**src/rtl/kwh_pkg.sv**
```systemverilog
// Purpose: Shared constants and types for the key wakeup halt release block.
// Assumes: 32-bit APB, 12-bit byte addresses, one clock at 40 MHz.
// Notes:   Every offset, bit position, reset value and cycle count lives here.
package kwh_pkg;

   // ----------------------------------------------------------------
   // Register byte addresses
   // ----------------------------------------------------------------
   localparam logic [11:0] KWH_ADDR_KEY_WAKE_EN = 12'hf88;
   localparam logic [11:0] KWH_ADDR_SYS_CTRL    = 12'hf8c;
   localparam logic [11:0] KWH_ADDR_STATUS      = 12'hf90;

   // ----------------------------------------------------------------
   // Field positions
   // ----------------------------------------------------------------
   localparam int KWH_KEY_EN_LSB    = 4;
   localparam int KWH_KEY_EN_MSB    = 7;
   localparam int KWH_SYS_RELM_BIT  = 0;
   localparam int KWH_SYS_HALT_BIT  = 1;
   localparam int KWH_STS_HALT_BIT  = 0;
   localparam int KWH_STS_WARM_BIT  = 1;
   localparam int KWH_STS_KEY_LSB   = 4;
   localparam int KWH_STS_KEY_MSB   = 7;
   localparam int KWH_STS_REL_BIT   = 8;

   // ----------------------------------------------------------------
   // Values after reset
   // ----------------------------------------------------------------
   localparam logic [3:0]  KWH_KEY_EN_RST = 4'h0;
   localparam logic        KWH_RELM_RST   = 1'b0;
   localparam logic        KWH_KEY_IDLE   = 1'b1;
   localparam logic        KWH_REL_IDLE   = 1'b0;
   localparam logic [31:0] KWH_RDATA_RST  = 32'h0000_0000;

   // ----------------------------------------------------------------
   // Timing
   // ----------------------------------------------------------------
   localparam int KWH_WARMUP_CYCLES = 16;

   // ----------------------------------------------------------------
   // Types
   // ----------------------------------------------------------------
   typedef enum logic [2:0] {
      KWH_ST_RUN  = 3'b001,
      KWH_ST_HALT = 3'b010,
      KWH_ST_WARM = 3'b100
   } kwh_state_e;

   typedef struct packed {
      logic       rel;
      logic [3:0] key;
   } kwh_pins_s;

   typedef struct packed {
      logic       relm;
      logic [3:0] key_en;
   } kwh_ctrl_s;

endpackage

```
**src/rtl/kwh_sync3.sv**
```systemverilog
// Purpose: Three-stage input synchroniser with agreement filter.
// Assumes: Input is asynchronous to clk_in.
// Notes:   The output moves only when the second and third stages agree.
`timescale 1ns/1ps
module kwh_sync3 #(
   parameter logic RST_VAL = 1'b0
) (
   // Clock and reset
   input  wire logic clk_in,
   input  wire logic rst_in,
   // Data
   input  wire logic d_in,
   output logic      q_out
);

   logic s1_r;
   logic s2_r;
   logic s3_r;
   logic q_r;

   // The first stage feeds only the second stage, to keep metastability contained.
   always_ff @(posedge clk_in) begin
      if (rst_in) begin
         s1_r <= RST_VAL;
         s2_r <= RST_VAL;
         s3_r <= RST_VAL;
         q_r  <= RST_VAL;
      end else begin
         s1_r <= d_in;
         s2_r <= s1_r;
         s3_r <= s2_r;
         if (s2_r == s3_r) begin
            q_r <= s3_r;
         end
      end
   end

   assign q_out = q_r;

endmodule

```
**src/rtl/kwh_warm_timer.sv**
```systemverilog
// Purpose: Counts the warm-up period after a halt release.
// Assumes: run_in is held high for the whole warm-up.
// Notes:   done_out pulses in the last cycle of a run of CYCLES cycles.
`timescale 1ns/1ps
module kwh_warm_timer #(
   parameter int CYCLES = 16
) (
   // Clock and reset
   input  wire logic clk_in,
   input  wire logic rst_in,
   // Control
   input  wire logic run_in,
   output logic      done_out
);

   localparam int W = $clog2(CYCLES + 1);
   localparam logic [W-1:0] LAST = W'(CYCLES - 1);
   localparam logic [W-1:0] ONE  = W'(1);

   logic [W-1:0] cnt_r;
   logic [W-1:0] cnt_nxt;

   // Counter restarts whenever the warm-up is not running.
   assign cnt_nxt  = run_in ? (cnt_r + ONE) : '0;
   assign done_out = run_in && (cnt_r == LAST);

   // Counter register.
   always_ff @(posedge clk_in) begin
      if (rst_in) begin
         cnt_r <= '0;
      end else begin
         cnt_r <= cnt_nxt;
      end
   end

endmodule

```
**src/rtl/kwh_top.sv**
```systemverilog
// Purpose: Key wakeup logic that releases the device from its oscillator-stopped halt.
// Assumes: APB master on MCLK_IN; wake pins are asynchronous and get synchronised here.
// Notes:   RELEASE_REQ_OUT is a gate-only path meant to restart a stopped oscillator.
//
// Functional notes
// - Halt ends when the release pin acts or when any of the four key pins acts.
// - Bits 7 to 4 of the key wakeup enable register enable key pins 3 to 0, one for enabled.
// - The enable bits are write only, reads return zero, and bits 3 to 0 have no function.
// - Reset clears all four key enables so no key pin can wake the device.
// - An enabled key pin releases the halt on low level, and only in level release mode.
// - The release pin acts on high level when the mode bit is one and on a rising edge when it is zero.
// - Entering halt while the release pin is high or an enabled key is low goes straight to warm-up.
//
// Decided for this implementation: register access over APB.
`timescale 1ns/1ps
module kwh_top (
   // Clock and reset
   input  wire logic        MCLK_IN,
   input  wire logic        SRST_IN,
   // APB slave
   input  wire logic        PSEL_IN,
   input  wire logic        PENABLE_IN,
   input  wire logic        PWRITE_IN,
   input  wire logic [11:0] PADDR_IN,
   input  wire logic [31:0] PWDATA_IN,
   output logic [31:0]      PRDATA_OUT,
   output logic             PREADY_OUT,
   output logic             PSLVERR_OUT,
   // Wake pins
   input  wire logic        RELEASE_PIN_IN,
   input  wire logic [3:0]  KEY_WAKE_PIN_IN,
   // Halt control
   output logic             HALT_OUT,
   output logic             WARMUP_OUT,
   output logic             RELEASE_REQ_OUT
);

   // ----------------------------------------------------------------
   // Declarations
   // ----------------------------------------------------------------
   localparam int WARM_N    = kwh_pkg::KWH_WARMUP_CYCLES;
   // Plain delay length for the warm-up assertion, one less than the period.
   localparam int WARM_LAST = WARM_N - 1;

   kwh_pkg::kwh_state_e state_r;
   kwh_pkg::kwh_state_e state_nxt;
   kwh_pkg::kwh_ctrl_s  ctrl_r;
   kwh_pkg::kwh_ctrl_s  ctrl_nxt;
   kwh_pkg::kwh_pins_s  pins;
   logic                rel_prev_r;
   logic [31:0]         prdata_r;
   logic [31:0]         rd_mux;
   logic                setup_ph;
   logic                access_ph;
   logic                wr_ph;
   logic                hit_key_en;
   logic                hit_sys;
   logic                hit_sts;
   logic                hit_any;
   logic                halt_req;
   logic [3:0]          key_low_en;
   logic                any_key_low;
   logic                rel_rise;
   logic                skip_cond;
   logic                wake_cond;
   logic                st_run;
   logic                st_halt;
   logic                st_warm;
   logic                warm_done;

   // ----------------------------------------------------------------
   // Pin synchronisers
   // ----------------------------------------------------------------
   // Key pins idle high, so they reset to high and cannot fake a wake at start-up.
   genvar gi;
   generate
      for (gi = 0; gi < 4; gi++) begin : g_key
         kwh_sync3 #(.RST_VAL(kwh_pkg::KWH_KEY_IDLE)) u_sync (
            .clk_in (MCLK_IN),
            .rst_in (SRST_IN),
            .d_in   (KEY_WAKE_PIN_IN[gi]),
            .q_out  (pins.key[gi])
         );
      end
   endgenerate

   kwh_sync3 #(.RST_VAL(kwh_pkg::KWH_REL_IDLE)) u_sync_rel (
      .clk_in (MCLK_IN),
      .rst_in (SRST_IN),
      .d_in   (RELEASE_PIN_IN),
      .q_out  (pins.rel)
   );

   // ----------------------------------------------------------------
   // APB decode
   // ----------------------------------------------------------------
   // Zero wait states; unmapped addresses answer with an error.
   assign setup_ph    = PSEL_IN && !PENABLE_IN;
   assign access_ph   = PSEL_IN && PENABLE_IN;
   assign wr_ph       = access_ph && PWRITE_IN;
   assign hit_key_en  = (PADDR_IN == kwh_pkg::KWH_ADDR_KEY_WAKE_EN);
   assign hit_sys     = (PADDR_IN == kwh_pkg::KWH_ADDR_SYS_CTRL);
   assign hit_sts     = (PADDR_IN == kwh_pkg::KWH_ADDR_STATUS);
   assign hit_any     = hit_key_en || hit_sys || hit_sts;
   assign PREADY_OUT  = 1'b1;
   assign PSLVERR_OUT = access_ph && !hit_any;
   assign PRDATA_OUT  = prdata_r;

   // Register writes; the halt bit is a command and is never stored.
   // enable bit write
   assign ctrl_nxt.key_en = (wr_ph && hit_key_en) ?
                            PWDATA_IN[kwh_pkg::KWH_KEY_EN_MSB:kwh_pkg::KWH_KEY_EN_LSB] : ctrl_r.key_en;
   assign ctrl_nxt.relm   = (wr_ph && hit_sys) ? PWDATA_IN[kwh_pkg::KWH_SYS_RELM_BIT] : ctrl_r.relm;
   assign halt_req        = wr_ph && hit_sys && PWDATA_IN[kwh_pkg::KWH_SYS_HALT_BIT];

   // Read mux; the enable register gives nothing back, by design of the bus map.
   // write only enables
   always_comb begin
      rd_mux = 32'h0000_0000;
      if (hit_sys) begin
         rd_mux[kwh_pkg::KWH_SYS_RELM_BIT] = ctrl_r.relm;
      end else if (hit_sts) begin
         rd_mux[kwh_pkg::KWH_STS_HALT_BIT] = st_halt;
         rd_mux[kwh_pkg::KWH_STS_WARM_BIT] = st_warm;
         rd_mux[kwh_pkg::KWH_STS_KEY_MSB:kwh_pkg::KWH_STS_KEY_LSB] = pins.key;
         rd_mux[kwh_pkg::KWH_STS_REL_BIT] = pins.rel;
      end
   end

   // Read data is captured in the setup cycle so it is a flop during access.
   always_ff @(posedge MCLK_IN) begin
      if (SRST_IN) begin
         prdata_r <= kwh_pkg::KWH_RDATA_RST;
      end else if (setup_ph && !PWRITE_IN) begin
         prdata_r <= rd_mux;
      end
   end

   // Control registers.
   // enables cleared at reset
   always_ff @(posedge MCLK_IN) begin
      if (SRST_IN) begin
         ctrl_r.key_en <= kwh_pkg::KWH_KEY_EN_RST;
         ctrl_r.relm   <= kwh_pkg::KWH_RELM_RST;
      end else begin
         ctrl_r <= ctrl_nxt;
      end
   end

   // ----------------------------------------------------------------
   // Wake conditions
   // ----------------------------------------------------------------
   // enabled key low
   assign key_low_en  = ctrl_r.key_en & ~pins.key;
   assign any_key_low = |key_low_en;
   assign rel_rise    = pins.rel && !rel_prev_r;
   assign skip_cond   = pins.rel || any_key_low;
   assign wake_cond   = ctrl_r.relm ? (pins.rel || any_key_low) : rel_rise;

   // Async request path: usable while the clock is stopped.
   // gated OR without clock
   assign RELEASE_REQ_OUT = RELEASE_PIN_IN || (ctrl_r.relm && |(ctrl_r.key_en & ~KEY_WAKE_PIN_IN));

   // Previous release pin level for edge detection.
   always_ff @(posedge MCLK_IN) begin
      if (SRST_IN) begin
         rel_prev_r <= kwh_pkg::KWH_REL_IDLE;
      end else begin
         rel_prev_r <= pins.rel;
      end
   end

   // ----------------------------------------------------------------
   // Halt state machine
   // ----------------------------------------------------------------
   assign st_run  = (state_r == kwh_pkg::KWH_ST_RUN);
   assign st_halt = (state_r == kwh_pkg::KWH_ST_HALT);
   assign st_warm = (state_r == kwh_pkg::KWH_ST_WARM);

   // In edge mode keys only block halt entry; a stray low key there cannot end a halt.
   // halt and release sequence
   always_comb begin
      state_nxt = state_r;
      case (state_r)
         kwh_pkg::KWH_ST_RUN: begin
            if (halt_req) begin
               state_nxt = skip_cond ? kwh_pkg::KWH_ST_WARM : kwh_pkg::KWH_ST_HALT;
            end
         end
         kwh_pkg::KWH_ST_HALT: begin
            if (wake_cond) begin
               state_nxt = kwh_pkg::KWH_ST_WARM;
            end
         end
         kwh_pkg::KWH_ST_WARM: begin
            if (warm_done) begin
               state_nxt = kwh_pkg::KWH_ST_RUN;
            end
         end
         default: begin
            state_nxt = kwh_pkg::KWH_ST_RUN;
         end
      endcase
   end

   // State register.
   always_ff @(posedge MCLK_IN) begin
      if (SRST_IN) begin
         state_r <= kwh_pkg::KWH_ST_RUN;
      end else begin
         state_r <= state_nxt;
      end
   end

   kwh_warm_timer #(.CYCLES(kwh_pkg::KWH_WARMUP_CYCLES)) u_warm (
      .clk_in   (MCLK_IN),
      .rst_in   (SRST_IN),
      .run_in   (st_warm),
      .done_out (warm_done)
   );

   assign HALT_OUT   = st_halt;
   assign WARMUP_OUT = st_warm;

   // ----------------------------------------------------------------
   // Assertions
   // ----------------------------------------------------------------
   // Checked at the edge where reset ends, so the very first edge, with no history yet, is left out.
   AST_KEY_EN_RESET: assert property (@(posedge MCLK_IN)
      ($past(SRST_IN) && !SRST_IN) |-> (ctrl_r.key_en == 4'h0))
      else $error("Key enables not cleared after reset.");

   AST_KEY_EN_READ_ZERO: assert property (@(posedge MCLK_IN) disable iff (SRST_IN)
      (access_ph && !PWRITE_IN && hit_key_en && $past(setup_ph)) |-> (PRDATA_OUT == 32'h0000_0000))
      else $error("Key enable register read returned data.");

   AST_KEY_EN_WRITE: assert property (@(posedge MCLK_IN) disable iff (SRST_IN)
      (wr_ph && hit_key_en) |=> (ctrl_r.key_en == $past(PWDATA_IN[7:4])))
      else $error("Key enable bits not taken from bits 7 to 4.");

   AST_SKIP_HALT: assert property (@(posedge MCLK_IN) disable iff (SRST_IN)
      (st_run && halt_req && skip_cond) |=> st_warm)
      else $error("Halt entered despite pending wake.");

   AST_ENTER_HALT: assert property (@(posedge MCLK_IN) disable iff (SRST_IN)
      (st_run && halt_req && !skip_cond) |=> (st_halt && HALT_OUT))
      else $error("Halt command did not halt.");

   AST_LEVEL_KEY_WAKE: assert property (@(posedge MCLK_IN) disable iff (SRST_IN)
      (st_halt && ctrl_r.relm && any_key_low) |=> st_warm)
      else $error("Enabled low key did not release halt.");

   AST_EDGE_KEY_IGNORED: assert property (@(posedge MCLK_IN) disable iff (SRST_IN)
      (st_halt && !ctrl_r.relm && !rel_rise) |=> st_halt)
      else $error("Halt left in edge mode without a rising edge.");

   AST_LEVEL_REL_WAKE: assert property (@(posedge MCLK_IN) disable iff (SRST_IN)
      (st_halt && ctrl_r.relm && pins.rel) |=> st_warm)
      else $error("High release pin did not release halt.");

   AST_EDGE_REL_WAKE: assert property (@(posedge MCLK_IN) disable iff (SRST_IN)
      (st_halt && !ctrl_r.relm && pins.rel && !$past(pins.rel)) |=> st_warm)
      else $error("Rising release edge did not release halt.");

   AST_WARM_LENGTH: assert property (@(posedge MCLK_IN) disable iff (SRST_IN)
      $rose(st_warm) |-> (st_warm throughout ##WARM_LAST 1'b1) ##1 st_run)
      else $error("Warm-up length wrong.");

   AST_UNMAPPED_ERR: assert property (@(posedge MCLK_IN) disable iff (SRST_IN)
      (access_ph && !hit_any) |-> PSLVERR_OUT)
      else $error("Unmapped access without error.");

   COV_KEY_WAKE: cover property (@(posedge MCLK_IN) disable iff (SRST_IN)
      st_halt && ctrl_r.relm && any_key_low ##1 st_warm);
   COV_EDGE_WAKE: cover property (@(posedge MCLK_IN) disable iff (SRST_IN)
      st_halt && !ctrl_r.relm && rel_rise ##1 st_warm);
   COV_SKIP: cover property (@(posedge MCLK_IN) disable iff (SRST_IN)
      st_run && halt_req && skip_cond);
   COV_FULL_CYCLE: cover property (@(posedge MCLK_IN) disable iff (SRST_IN)
      $fell(st_warm) && st_run);

endmodule

```
**config.mk**
```make
export PLATFORM = sky130hd
export DESIGN_NAME = kwh_top
export DESIGN_NICKNAME = d
export VERILOG_FILES = /design/src/rtl/kwh_pkg.sv /design/src/rtl/kwh_sync3.sv /design/src/rtl/kwh_warm_timer.sv /design/src/rtl/kwh_top.sv
export SDC_FILE = /design/constraint.sdc
export NUM_CORES = 1
export LEC_CHECK = 0
export ABC_AREA = 1
export BUFFER_PORTS_ARGS = -buffer_cell sky130_fd_sc_hd__buf_2
export CAP_MARGIN = 10
export CORE_UTILIZATION = 47
export CTS_BUF_LIST = sky130_fd_sc_hd__clkbuf_2 sky130_fd_sc_hd__clkbuf_4 sky130_fd_sc_hd__clkbuf_8
export CTS_CLUSTER_DIAMETER = 40
export DETAILED_ROUTE_END_ITERATION = 12
export PLACE_DENSITY = 0.81
export SLEW_MARGIN = 20
export SYNTH_ARGS = -nofsm -noshare
export SYNTH_HDL_FRONTEND = slang
export SYNTH_SLANG_ARGS = --single-unit
```
**constraint.sdc**
```tcl
create_clock -name MCLK_IN -period 2.2 [get_ports MCLK_IN]
set_clock_uncertainty 0.15 [all_clocks]
set_input_delay 0.66 -clock MCLK_IN [delete_from_list [all_inputs] [get_ports MCLK_IN]]
set_output_delay 0.66 -clock MCLK_IN [all_outputs]
set_load 0.02 [all_outputs]
```
==> results_tabular.tex <==
\begin{tabular}{lr}
\hline
Metric & Value \\
\hline
\multicolumn{2}{l}{\textbf{Outcome}} \\
\quad Run status & complete, but fails checks \\
\quad Violations in the final reports & negative setup slack \\
\multicolumn{2}{l}{\textbf{Routing}} \\
\quad WL per Instance & $\sim$10 µm \\
\quad Antenna-violating nets left & 0 \\
\quad Count of unresolved DRC violations after routing & 0 \\
\quad Overall via count from detail\_route & roughly 1500 \\
\quad Violation count after the first detailed-routing iteration & 53 \\
\quad Wire length reported by the detailed router & about 3400 µm \\
\quad Detailed-routing iteration count for the pre-antenna-repair pass & 4 \\
\quad Via-to-Cell Ratio & between 4 and 5 \\
\multicolumn{2}{l}{\textbf{Cells and area}} \\
\quad Number of filler cells placed in the layout & approximately 350 \\
\quad Post-Layout Inst Area & about 2300 µm² \\
\quad Synthesis-to-finish area growth & 22.7\% \\
\quad Combined area of the multi-input logic cells & 843 µm² \\
\quad Storage cell area & between 800 and 900 µm² \\
\quad Share of post-route cells with drive strength above 1 & approximately 28\% \\
\quad Final core occ & 61.4\% \\
\quad N\_diodes & 0 \\
\quad Nets & 350 \\
\multicolumn{2}{l}{\textbf{Critical path}} \\
\quad Setup slack of the most critical reg-to-reg path & 0.40 ns \\
\quad Critical register-to-register path startpoint & u\_warm.cnt\_r[0] \\
\quad Highest net fanout along the worst path & 2 \\
\quad Required time of the worst setup path & 1.39 ns \\
\quad Worst setup SP type & primary input \\
\quad Cell-by-cell listing of the critical path & buf\_2 -> nor2\_4 -> and3b\_1 -> nand2\_2 -> nand3\_2 -> nor3\_4 -> buf\_6 \\
\quad Slowest library cell on the worst path & sky130\_fd\_sc\_hd\_\_and3b\_1 \\
\quad Worst path arrival time & roughly 1.5 ns \\
\quad Worst path max stage delay & around 0.18 ns \\
\quad Worst setup startpoint & PADDR\_IN[5] \\
\quad Critical setup path kind & in -> out \\
\quad Critical path endpoint category & primary output \\
\multicolumn{2}{l}{\textbf{Global route}} \\
\quad Maximum number of pins on one net before global-route repair & 20 \\
\quad Aggregate global routing overflow & 0 \\
\quad Via count of the first global-routing pass & between 1000 and 1500 \\
\quad Total routing usage reported by global routing & 17.3\% \\
\quad Antenna violations before repair & 0 \\
\quad Wire length of the first global-routing pass & 5480 µm \\
\multicolumn{2}{l}{\textbf{STA}} \\
\quad Final setup violating endpoints & 1 \\
\quad Measured slew at the worst slew-check pin & 0.543 ns \\
\quad Final period demand of the worst path & roughly 2.3 ns \\
\quad Maximum frequency from static timing analysis & roughly 440 MHz \\
\quad Final-layout setup total negative slack & -0.0844 ns \\
\quad Smallest setup slack after layout & -0.0844 ns \\
\quad Fin Hold WS & roughly 0.26 ns \\
\quad Final number of hold-violating endpoints & 0 \\
\quad Number of pins with negative max-slew slack in the final report & 0 \\
\quad Unrepaired setup endpoints after global routing & yes \\
\quad Worst slew margin & a little under two thirds \\
\quad Final worst path period share & 104\% \\
\multicolumn{2}{l}{\textbf{Die}} \\
\quad Number of placed I/O pins & 91 \\
\quad Die extent in y & about 65 µm \\
\quad Core Region & $\sim$3700 µm² \\
\quad Initial standard-cell utilization of the core & between 50\% and 60\% \\
\quad Die width & between 60 and 70 µm \\
\quad Site row count & 22 \\
\quad Area of the die & between 4000 and 5000 µm² \\
\multicolumn{2}{l}{\textbf{Synthesis}} \\
\quad Share of synthesized flip-flops with an asynchronous set or reset & 0\% \\
\quad Cells after Synth & 251 \\
\quad Register area share after synthesis & between 40\% and 50\% \\
\quad Average cell area after synthesis & 7.41 µm² \\
\quad Post-Syn Area & approximately 1900 µm² \\
\quad Number of flops mapped to enable cells by yosys & 0 \\
\quad Yosys cell types & 24 \\
\quad Number of synthesized register bits & 41 \\
\quad Top\_reg\_cell synth & sky130\_fd\_sc\_hd\_\_dfxtp\_1 \\
\quad Count of warnings emitted by yosys & 0 \\
\multicolumn{2}{l}{\textbf{Placement}} \\
\quad DPL Wire Length & between 2000 and 2500 µm \\
\quad Count of buffers inserted at the top-level ports & 38 \\
\quad Placer's final routability congestion estimate & about 0.73 \\
\quad Cell Area, Placed & slightly above 2000 µm² \\
\multicolumn{2}{l}{\textbf{Power and ir drop}} \\
\quad Relative contribution of sequential cells to total power & 49.4\% \\
\quad Fraction of power spent switching nets & a little under a quarter \\
\quad P per Cell Area & 679 nW/µm² \\
\quad IR drop worst, VDD & 0.478 mV \\
\quad Leakage power & 1.12 nW \\
\quad Cell-internal power & 1.18 mW \\
\quad Overall power after layout & between 1.5 and 2 mW \\
\quad Net switching power of the design & about 370 µW \\
\quad Comb pwr share & between 10\% and 20\% \\
\quad Clock share of power & around 40\% \\
\multicolumn{2}{l}{\textbf{Worst hold path}} \\
\quad Hold path startpoint & g\_key[2].u\_sync.s1\_r \\
\quad Worst hold path class & reg -> reg \\
\multicolumn{2}{l}{\textbf{Flow run}} \\
\quad Max-cap violation count & 0 \\
\multicolumn{2}{l}{\textbf{CTS}} \\
\quad Clock tree root buffer cell & sky130\_fd\_sc\_hd\_\_clkbuf\_8 \\
\quad Number of CTS-inserted buffers & 5 \\
\quad CTS tree & built \\
\quad Clock-pin slew reported for the worst setup and hold paths after clock tree synthesis & approximately 0.08 ns \\
\quad Largest buffer count on any clock path & 2 \\
\quad Clock latency of the later-clocked register in the worst-skew pair & slightly below 0.3 ns \\
\quad Number of clock sinks & a little over 40 \\
\quad Number of H-tree levels & 2 \\
\hline
\end{tabular}
[path summary, 6_finish.rpt]
path	depth (start not counted)	end
worst max-delay path	7	PSLVERR_OUT
worst max register to register	13	state_r[1]
worst min register to register	1	g_key[2].u_sync.s2_r
worst min-delay path	1	g_key[2].u_sync.s2_r
[power by group through the flow]
| stage | Clock [mW] | Sequential [mW] | Combinational (mW) |
|---|---|---|---|
| CTS | 0.639 | 0.766 | 0.144 |
| detailed placement | 0 | 0.783 | 0.133 |
| floorplan | 0 | 0.789 | 0.119 |
| finish | 0.626 | 0.766 | 0.157 |
| global placement | 0 | 0.782 | 0.131 |
| global route | 0.676 | 0.768 | 0.172 |
[area by class of cell]
| type | instances | share of cell area, % |
|---|---|---|
| inverter | 37 | 6.41 |
| clock inverter | 2 | 1.64 |
| multi-input combinational | 165 | 37.0 |
| timing repair buffer | 44 | 12.8 |
| tap | 48 | 2.63 |
| sequential | 41 | 36.0 |
| clock buffer | 6 | 3.62 |
[synthesized netlist by cell type, drive strengths merged, types with 2 or more instances]
| library cell | count | share of area [%] |
|---|---|---|
| a22o | 2 | 0.94 |
| or2 | 8 | 2.7 |
| nor2 | 31 | 6.5 |
| nand3 | 6 | 1.6 |
| o21ai | 17 | 4.6 |
| nand2 | 43 | 8.7 |
| o211ai | 2 | 0.81 |
| inv | 37 | 7.5 |
| ha | 2 | 1.3 |
| dfxtp | 41 | 44 |
| buf | 27 | 11 |
| nor3 | 6 | 2.2 |
| nand4 | 2 | 0.67 |
| clkbuf | 5 | 1.0 |
| conb | 2 | 0.40 |
| a21oi | 17 | 4.8 |
[layout by cell type (no fill, tap or decap), types with 3 or more instances in the layout]
master	instances
sky130_fd_sc_hd__a21oi_1	16
sky130_fd_sc_hd__nor2_1	28
sky130_fd_sc_hd__o21ai_0	16
sky130_fd_sc_hd__nand2_1	37
sky130_fd_sc_hd__buf_2	29
sky130_fd_sc_hd__inv_1	31
sky130_fd_sc_hd__conb_1	26
sky130_fd_sc_hd__nand3_1	5
sky130_fd_sc_hd__buf_4	6
sky130_fd_sc_hd__nor2_4	3
sky130_fd_sc_hd__clkbuf_8	6
sky130_fd_sc_hd__or2_2	8
sky130_fd_sc_hd__inv_2	3
sky130_fd_sc_hd__dfxtp_1	41
sky130_fd_sc_hd__buf_6	9
sky130_fd_sc_hd__nand2_2	5
sky130_fd_sc_hd__inv_4	3
[metrics by stage]
stage | instances | worst slack (ns)
floorplan | 275 | 0.0268
finish | 343 | -0.0844
detailed placement | 335 | -0.166
CTS | 344 | -0.0932
global placement | 335 | -0.151
global route | 343 | -0.120
[critical path: cells and delay by family]
kind / cells / cell delay [ns]
AND/OR/NAND/NOR: 5 / 0.54
buffers and inverters: 2 / 0.27
[cells by family (layout without fill, tap and decap cells)]
family / count (synthesis) / after routing / synth area share, %
and+or+nand+nor: 99 / 99 / 23.5
other: 2 / 26 / 0.404
AOI/OAI and AO/OA: 38 / 38 / 11.1
buffers and inverters: 69 / 89 / 19.6
adders and majority gates: 2 / 2 / 1.34
DFF: 41 / 41 / 44.1
[registers in the layout (all words and copies together) (netlist names), 3 cells and up]
signal	flops
g_key.u_sync.s2_r	4
state_r	3
g_key.u_sync.s1_r	4
g_key.u_sync.s3_r	4
g_key.u_sync.q_out	4
u_warm.cnt_r	5
PRDATA_OUT	7
ctrl_r	5
[metal layers]
metal | global-route usage (%) | share of wire (%) | vias up
met5 | 0 | 0 | -
met4 | 9.17 | 2.6 | 0
met3 | 5.63 | 5.6 | 8
met2 | 27.6 | 49 | 54
met1 | 20.5 | 43 | 659
li1 | - | - | 807
[what timing repair did]
action | 4_1_cts | 5_1_grt
buffers inserted | 1 | 0
resized for setup | 17 | 19
endpoints found under the hold margin | 0 | 0
pin swaps | 5 | 10
hold buffers | 0 | 0
setup endpoints to repair | 1 | 2
No activity file was read; power rests on OpenSTA's default activity.
